[src/urbs_map.svh]
// Function
// - three address lines, two control registers, the key flag and the scratch pad index pick each register.
// - line control bit 7 maps the divisor bytes at addresses 0 and 1.
// - writing key 0xbf to line control opens the 650-compatible set.
// - key write sets bit 7 and keeps the previous low seven bits.
// - additional control bit 7 makes the 950-specific registers readable.
// - additional control bit 6 makes the indexed control set readable.
`ifndef URBS_MAP_SVH
`define URBS_MAP_SVH

// address offsets
`define URBS_A_DATA    3'h0
`define URBS_A_INTEN   3'h1
`define URBS_A_FIFO    3'h2
`define URBS_A_LINE    3'h3
`define URBS_A_MODEM   3'h4
`define URBS_A_LSR     3'h5
`define URBS_A_MSR     3'h6
`define URBS_A_SPR     3'h7

// field positions
`define URBS_LINE_DIV_BIT  7
`define URBS_ADD_950_BIT   7
`define URBS_ADD_IDX_BIT   6

// key value and indexes
`define URBS_LINE_KEY  8'hbf
`define URBS_ADD_IDX0  8'h00

// reset values
`define URBS_LINE_RST  8'h00
`define URBS_REG_RST   8'h00

`endif

[src/urbs_pkg.sv]
package urbs_pkg;
  typedef enum logic [1:0] {
    BANK_NORMAL,
    BANK_DIVISOR,
    BANK_ENH650
  } urbs_bank_t;
  typedef logic [7:0] urbs_byte_t;
endpackage : urbs_pkg

[src/urbs_icr_mem.sv]
`timescale 1ns/1ps
module urbs_idx_mem
  import urbs_pkg::*;
#(
  parameter int DEPTH = 16
) (
  // clock, no reset
  input  wire logic             clk,
  // write port
  input  wire logic             we,
  input  wire logic [7:0]       waddr,
  input  wire urbs_byte_t       wdata,
  // read port, registered
  input  wire logic [7:0]       raddr,
  output urbs_byte_t            rdata_q
);
  localparam int AW = $clog2(DEPTH);

  urbs_byte_t mem [DEPTH];

  always_ff @(posedge clk) begin
    if (we && (waddr < 8'(DEPTH))) begin
      mem[waddr[AW-1:0]] <= wdata;
    end
  end

  // out-of-range index reads as zero
  always_ff @(posedge clk) begin
    if (raddr < 8'(DEPTH)) begin
      rdata_q <= mem[raddr[AW-1:0]];
    end else begin
      rdata_q <= 8'h00;
    end
  end
endmodule : urbs_idx_mem

[src/urbs_top.sv]
`timescale 1ns/1ps
`include "urbs_map.svh"
module urbs_top
  import urbs_pkg::*;
#(
  parameter int IDX_DEPTH = 16
) (
  // clock and reset
  input  wire logic       clk,
  input  wire logic       rst_n,
  // host register port
  input  wire logic [2:0] addr,
  input  wire logic       wr_stb,
  input  wire logic       rd_stb,
  input  wire urbs_byte_t wdata,
  output urbs_byte_t      rdata_q,
  // uart core side
  input  wire urbs_byte_t rx_data,
  input  wire urbs_byte_t int_ident,
  input  wire urbs_byte_t line_status,
  input  wire urbs_byte_t modem_status,
  input  wire urbs_byte_t adv_status,
  input  wire urbs_byte_t rx_level,
  input  wire urbs_byte_t tx_level,
  output urbs_byte_t      tx_holding_q,
  output logic            tx_load_q,
  output logic            rx_read_q,
  output urbs_byte_t      fifo_control_q,
  output logic            fifo_wr_q,
  output urbs_byte_t      int_enable_q,
  output urbs_byte_t      line_control_q,
  output urbs_byte_t      modem_control_q,
  output urbs_byte_t      divisor_low_q,
  output urbs_byte_t      divisor_high_byte_q,
  output urbs_byte_t      additional_control_q,
  output urbs_byte_t      enh_flow_q,
  output logic            enh650_open_q
);
  urbs_byte_t enh_char_q [4];
  urbs_byte_t scratch_q;
  urbs_byte_t idx_rdata;
  urbs_bank_t bank;
  logic       idx_we;

  // bank from line control state
  function automatic urbs_bank_t bank_of(logic key, urbs_byte_t lc);
    if (key) begin
      return BANK_ENH650;
    end else if (lc[`URBS_LINE_DIV_BIT]) begin
      return BANK_DIVISOR;
    end
    return BANK_NORMAL;
  endfunction : bank_of

  function automatic logic is_divisor(urbs_bank_t b, logic [2:0] a);
    return (b != BANK_NORMAL) && (a == `URBS_A_DATA || a == `URBS_A_INTEN);
  endfunction : is_divisor

  function automatic logic is_enh(urbs_bank_t b, logic [2:0] a);
    return (b == BANK_ENH650) && (a == `URBS_A_FIFO || a >= `URBS_A_MODEM);
  endfunction : is_enh

  assign bank = bank_of(enh650_open_q, line_control_q);
  assign idx_we = wr_stb && (addr == `URBS_A_LSR) && !is_enh(bank, addr);

  // line control and key detect
  always_ff @(posedge clk) begin
    if (!rst_n) begin
      line_control_q <= `URBS_LINE_RST;
      enh650_open_q  <= 1'b0;
    end else if (wr_stb && addr == `URBS_A_LINE) begin
      if (wdata == `URBS_LINE_KEY) begin
        line_control_q <= {1'b1, line_control_q[6:0]};
        enh650_open_q  <= 1'b1;
      end else begin
        line_control_q <= wdata;
        enh650_open_q  <= 1'b0;
      end
    end
  end

  // divisor latches
  always_ff @(posedge clk) begin
    if (!rst_n) begin
      divisor_low_q       <= `URBS_REG_RST;
      divisor_high_byte_q <= `URBS_REG_RST;
    end else if (wr_stb && is_divisor(bank, addr)) begin
      if (addr == `URBS_A_DATA) begin
        divisor_low_q <= wdata;
      end else begin
        divisor_high_byte_q <= wdata;
      end
    end
  end

  // 650 compatible set
  always_ff @(posedge clk) begin
    if (!rst_n) begin
      enh_flow_q <= `URBS_REG_RST;
      for (int i = 0; i < 4; i++) begin
        enh_char_q[i] <= `URBS_REG_RST;
      end
    end else if (wr_stb && is_enh(bank, addr)) begin
      if (addr == `URBS_A_FIFO) begin
        enh_flow_q <= wdata;
      end else begin
        enh_char_q[addr[1:0]] <= wdata;
      end
    end
  end

  // normal bank registers
  always_ff @(posedge clk) begin
    if (!rst_n) begin
      tx_holding_q    <= `URBS_REG_RST;
      fifo_control_q  <= `URBS_REG_RST;
      int_enable_q    <= `URBS_REG_RST;
      modem_control_q <= `URBS_REG_RST;
      scratch_q       <= `URBS_REG_RST;
      tx_load_q       <= 1'b0;
      fifo_wr_q       <= 1'b0;
    end else begin
      tx_load_q <= 1'b0;
      fifo_wr_q <= 1'b0;
      if (wr_stb && bank == BANK_NORMAL) begin
        unique case (addr)
          `URBS_A_DATA: begin
            tx_holding_q <= wdata;
            tx_load_q    <= 1'b1;
          end
          `URBS_A_INTEN: int_enable_q <= wdata;
          `URBS_A_FIFO: begin
            fifo_control_q <= wdata;
            fifo_wr_q      <= 1'b1;
          end
          `URBS_A_MODEM: modem_control_q <= wdata;
          `URBS_A_SPR: scratch_q <= wdata;
          default: ;
        endcase
      end else if (wr_stb && bank == BANK_DIVISOR) begin
        unique case (addr)
          `URBS_A_FIFO: begin
            fifo_control_q <= wdata;
            fifo_wr_q      <= 1'b1;
          end
          `URBS_A_MODEM: modem_control_q <= wdata;
          `URBS_A_SPR: scratch_q <= wdata;
          default: ;
        endcase
      end
    end
  end

  // additional control, index zero of the indexed set
  always_ff @(posedge clk) begin
    if (!rst_n) begin
      additional_control_q <= `URBS_REG_RST;
    end else if (idx_we && scratch_q == `URBS_ADD_IDX0) begin
      additional_control_q <= wdata;
    end
  end

  urbs_idx_mem #(
    .DEPTH (IDX_DEPTH)
  ) u_idx_mem (
    .clk     (clk),
    .we      (idx_we),
    .waddr   (scratch_q),
    .wdata   (wdata),
    .raddr   (scratch_q),
    .rdata_q (idx_rdata)
  );

  // read path, answer one cycle after the strobe
  always_ff @(posedge clk) begin
    if (!rst_n) begin
      rdata_q   <= `URBS_REG_RST;
      rx_read_q <= 1'b0;
    end else begin
      rx_read_q <= 1'b0;
      if (rd_stb) begin
        if (is_divisor(bank, addr)) begin
          rdata_q <= (addr == `URBS_A_DATA) ? divisor_low_q
                                            : divisor_high_byte_q;
        end else if (is_enh(bank, addr)) begin
          rdata_q <= (addr == `URBS_A_FIFO) ? enh_flow_q
                                            : enh_char_q[addr[1:0]];
        end else if (additional_control_q[`URBS_ADD_950_BIT] &&
                     addr == `URBS_A_INTEN) begin
          rdata_q <= adv_status;
        end else if (additional_control_q[`URBS_ADD_950_BIT] &&
                     addr == `URBS_A_LINE) begin
          rdata_q <= rx_level;
        end else if (additional_control_q[`URBS_ADD_950_BIT] &&
                     addr == `URBS_A_MODEM) begin
          rdata_q <= tx_level;
        end else if (additional_control_q[`URBS_ADD_IDX_BIT] &&
                     addr == `URBS_A_LSR) begin
          rdata_q <= idx_rdata;
        end else begin
          unique case (addr)
            `URBS_A_DATA: begin
              rdata_q   <= rx_data;
              rx_read_q <= 1'b1;
            end
            `URBS_A_INTEN: rdata_q <= int_enable_q;
            `URBS_A_FIFO:  rdata_q <= int_ident;
            `URBS_A_LINE:  rdata_q <= line_control_q;
            `URBS_A_MODEM: rdata_q <= modem_control_q;
            `URBS_A_LSR:   rdata_q <= line_status;
            `URBS_A_MSR:   rdata_q <= modem_status;
            `URBS_A_SPR:   rdata_q <= scratch_q;
          endcase
        end
      end
    end
  end

  // checks
  key_write_a: assert property (@(posedge clk) disable iff (!rst_n)
    wr_stb && addr == `URBS_A_LINE && wdata == `URBS_LINE_KEY
    |=> enh650_open_q)
    else $error("key write did not open 650 set");

  key_keeps_a: assert property (@(posedge clk) disable iff (!rst_n)
    wr_stb && addr == `URBS_A_LINE && wdata == `URBS_LINE_KEY
    |=> line_control_q == {1'b1, $past(line_control_q[6:0])})
    else $error("key write changed format bits");

  divisor_write_a: assert property (@(posedge clk)
    disable iff (!rst_n)
    wr_stb && line_control_q[7] && addr == `URBS_A_DATA
    |=> divisor_low_q == $past(wdata) && !tx_load_q)
    else $error("divisor low byte not written");

  divisor_read_a: assert property (@(posedge clk)
    disable iff (!rst_n)
    rd_stb && line_control_q[7] && addr == `URBS_A_INTEN
    |=> rdata_q == $past(divisor_high_byte_q))
    else $error("divisor high byte not returned");

  adv_read_a: assert property (@(posedge clk) disable iff (!rst_n)
    rd_stb && !line_control_q[7] && additional_control_q[7] &&
    addr == `URBS_A_MODEM |=> rdata_q == $past(tx_level))
    else $error("950 register not returned");

  idx_read_a: assert property (@(posedge clk) disable iff (!rst_n)
    rd_stb && !line_control_q[7] && !additional_control_q[7] &&
    additional_control_q[6] && addr == `URBS_A_LSR
    |=> rdata_q == $past(idx_rdata))
    else $error("indexed register not returned");

  // back to back writes keep the pulse high
  tx_load_a: assert property (@(posedge clk) disable iff (!rst_n)
    wr_stb && !line_control_q[7] && addr == `URBS_A_DATA
    |=> tx_load_q && tx_holding_q == $past(wdata)
    ##1 (tx_load_q == ($past(wr_stb) && !$past(line_control_q[7]) &&
                       $past(addr) == `URBS_A_DATA)))
    else $error("tx holding load wrong");

  ident_read_a: assert property (@(posedge clk) disable iff (!rst_n)
    rd_stb && !line_control_q[7] && addr == `URBS_A_FIFO
    |=> rdata_q == $past(int_ident) && !rx_read_q)
    else $error("ident not returned");
endmodule : urbs_top

[config.mk]
export PLATFORM = sky130hd
export DESIGN_NAME = urbs_top
export DESIGN_NICKNAME = d
export VERILOG_FILES = /design/src/urbs_pkg.sv /design/src/urbs_icr_mem.sv /design/src/urbs_top.sv
export VERILOG_INCLUDE_DIRS = /design/src /design/src/src
export SDC_FILE = /design/constraint.sdc
export NUM_CORES = 1
export LEC_CHECK = 0
export BUFFER_PORTS_ARGS = -buffer_cell sky130_fd_sc_hd__buf_2
export CAP_MARGIN = 20
export CORE_UTILIZATION = 58
export DETAILED_ROUTE_END_ITERATION = 12
export PLACE_DENSITY = 0.8
export SLEW_MARGIN = 25
export SYNTH_ARGS = -nofsm -noshare
export SYNTH_HDL_FRONTEND = slang
export SYNTH_HIERARCHICAL = 1
export SYNTH_SLANG_ARGS = --single-unit
[constraint.sdc]
create_clock -name clk -period 3.6 [get_ports clk]
set_input_delay 0.36 -clock clk [delete_from_list [all_inputs] [get_ports clk]]
set_output_delay 0.36 -clock clk [all_outputs]
set_load 0.05 [all_outputs]
==> results.toml <==
[placement]
dpl_cell_area_um2 = 12430
numPortBuffers = 154
gp_congestion = 0.9821
place_ws_ns = 0.8718
hpwl_um = 20680

[clock_network]
cts_sinks = 260
clkLatencyLatePin_ns = 0.53
h-tree-depth = 1
path_clk_slew_ns = 0.06
post_cts_resized = 0
cts_setup_buffers = 0
cts_tree = "built"
cts_hold_buf = 0
cts_root_buffer = "clkbuf_16"
cts_buffers = 27
clock_path_buffers = 3

[synth]
synth.area.top_cells = "edfxtp_1 42%, dfxtp_1 17%, mux2i_1 7.7%, mux4_2 6.1%, nor2_1 3.7%"
synth_top_family_by_area = "multiplexers"
synth-edff-count = 160
synth_xor_area_share_pct = 0
ys_seq_area_share_pct = 59.30
ys_ff_latch = 260
synth-async-reset-ratio_pct = 0
syn_nets = 998
yosys.area_share.simple_pct = 12.41
synthAdderAreaFrac_pct = 0
synthDistinctLibCells = 54
synth_top_area_share_pct = 41.86
synth_compound_area_share_pct = 9.441
avgSynthCellArea_um2 = 12.38
synth_area_um2 = 11480
ys.warnings.count = 6
synthMuxAreaShare_pct = 15.13
yosysTopAreaCell = "edfxtp_1"
syn_inst = 927
synth_top_flop_cell = "edfxtp_1"

[finish]
utilization_pct = 69.08
nFillCells = 1400
drive_gt1_share_pct = 25.53
nets = 1139
fin_area_um2 = 13400
final_cell_mix = "160 x edfxtp_1, 154 x buf_2, 112 x nor2_1"
mostFrequentLayoutCell = "edfxtp_1"
largest_reg_flops = 128
diodes = 0
area_delta_synth_final_pct = 16.76
multiInputGateArea_um2 = 4244
seq_area_um2 = 6812

[worst_setup_path]
crit_required_ns = 3.75
worstSetupStartpoint = "scratch_q[1]"
rr_endpoint = "u_idx_mem/mem[15][0]"
r2r-start = "scratch_q[1]"
critPathArrivalTime_ns = 2.73
reg2reg_depth = 2
end_kind = "register"
reg2reg_slack_ns = 1.02
crit_path_start_kind = "register"
cp_max_fo = 23
critical_path_class = "register to register"

[timing]
min_period_over_period_pct = 71.67
min_period_ns = 2.580
drv_slew = 0
hold_viol = 0
fin_ws_ns = 1.020
grt_setup_unrepaired = "no"
tightest_slew_ns = 1.077
slew_headroom_pct = 28.06
finClkSkew_ns = 0.008527
final.setup.tns_ns = 0
fmax_ghz = 0.3876
setup_violations = 0

[routing]
vias_per_cell = 6.410
wl_met1_um = 12530
route.detailed.drc = 0
wl_met3_um = 3178
wl_met2_um = 14730
totalWireLength_um = 31280
routedWlPerCell_um = 23.10
num_vias = 8679
highest-signal-layer = "met4"
drt_iter0_markers = 1324
first_pass_iters = 6
antenna_left = 0

[global_route]
grt_max_degree = 83
grt_pass1_vias = 7984
grt_util_all_layers_pct = 30.73
grt_pass1_wl_um = 46620
overflow = 0
grt_antenna_before_repair = 0

[pwr]
pwr-share-seq_pct = 48.3
p_switching_mw = 1.498
ir_drop_v = 0.0003881
leakage_nw = 5.393
pwr-share-clk_pct = 44.2
p_int_mw = 5.213
power_density_nw_per_um2 = 500.8
swShare_pct = 22.32
pwr-share-comb_pct = 7.6
power_mw = 6.711

[floorplan]
std_cell_rows = 51
design.portCount = 155
fp.dieH_um = 142.7
design.die.area_um2 = 20350
core-area_um2 = 19400
die_w_um = 142.7
start_util_pct = 59.17

[hold_path]
whs_endpoint = "rdata_q[3]"
hold_depth = 3
hp-class = "primary input to register"
worstHoldStart = "rst_n"

[run_status]
status = "complete, no violations"

[job]
max_cap_violations = 0
## worst max-delay path, stage by stage (launching register included)
cell	delay [ns]
dfxtp_1	1.01
nand4_1	0.40
nor2_1	0.78
## power groups by stage
stage | logic, mW | clock network [mW] | registers, mW
final | 0.507 | 2.96 | 3.24
after global routing | 0.534 | 3.10 | 3.24
after CTS | 0.498 | 2.98 | 3.24
after global placement | 0.488 | 0 | 3.30
after detailed placement | 0.494 | 0 | 3.30
after floorplan | 0.255 | 0 | 3.35
## how the worst max path moves through the flow
stage | end | slack [ns] | cells after the start
6_report | u_idx_mem/mem[15][0] | 1.02 | 2
5_1_grt | u_idx_mem/mem[15][6] | 0.92 | 2
4_1_cts | u_idx_mem/mem[15][0] | 0.99 | 2
3_5_place_dp | enh_char_q[1][6] | 0.87 | 6
3_3_place_gp | u_idx_mem/mem[12][6] | 0.92 | 6
2_1_floorplan | u_idx_mem/mem[0][0] | 0.99 | 8
## cell usage after synthesis, drive strengths merged, types with 4 or more instances
cell / number
a2111oi: 5
a211oi: 13
a21oi: 42
a221oi: 6
a22oi: 14
and3: 21
and3b: 10
buf: 32
clkbuf: 39
dfxtp: 100
edfxtp: 160
inv: 16
mux2: 7
mux2i: 88
mux4: 34
nand2: 42
nand2b: 10
nand3: 35
nand4: 5
nor2: 113
nor2b: 11
nor3: 9
nor4: 5
o211ai: 15
o21a: 4
o21ai: 46
o221ai: 6
o22ai: 7
or3: 7
or3b: 4
## kinds of logic after synthesis
family	after synthesis
buffers and inverters	87
multiplexers	129
flip-flops	260
AO/OA/AOI/OAI	170
AND/OR/NAND/NOR	281
## cell type report
cell class	instances	area share, %
sequential	260	50.83
multi-input combinational	580	31.67
timing repair buffer	183	7.376
clock buffer	35	5.658
tap	265	2.474
clock inverter	15	1.541
inverter	16	0.4482
## routing by layer
layer,up-vias,GRT usage (%)
met4,0,9.055
met5,-,0
li1,3796,-
met3,76,5.835
met1,4276,43.03
met2,531,49.02
## stage by stage
| step | hold slack, ns | instances |
|---|---|---|
| floorplan | 0.4589 | 927 |
| global placement | 0.4384 | 1304 |
| detailed placement | 0.4472 | 1304 |
| CTS | 0.2448 | 1354 |
| global route | 0.2774 | 1354 |
| finish | 0.2756 | 1354 |
(Power assumes the default switching activity.)
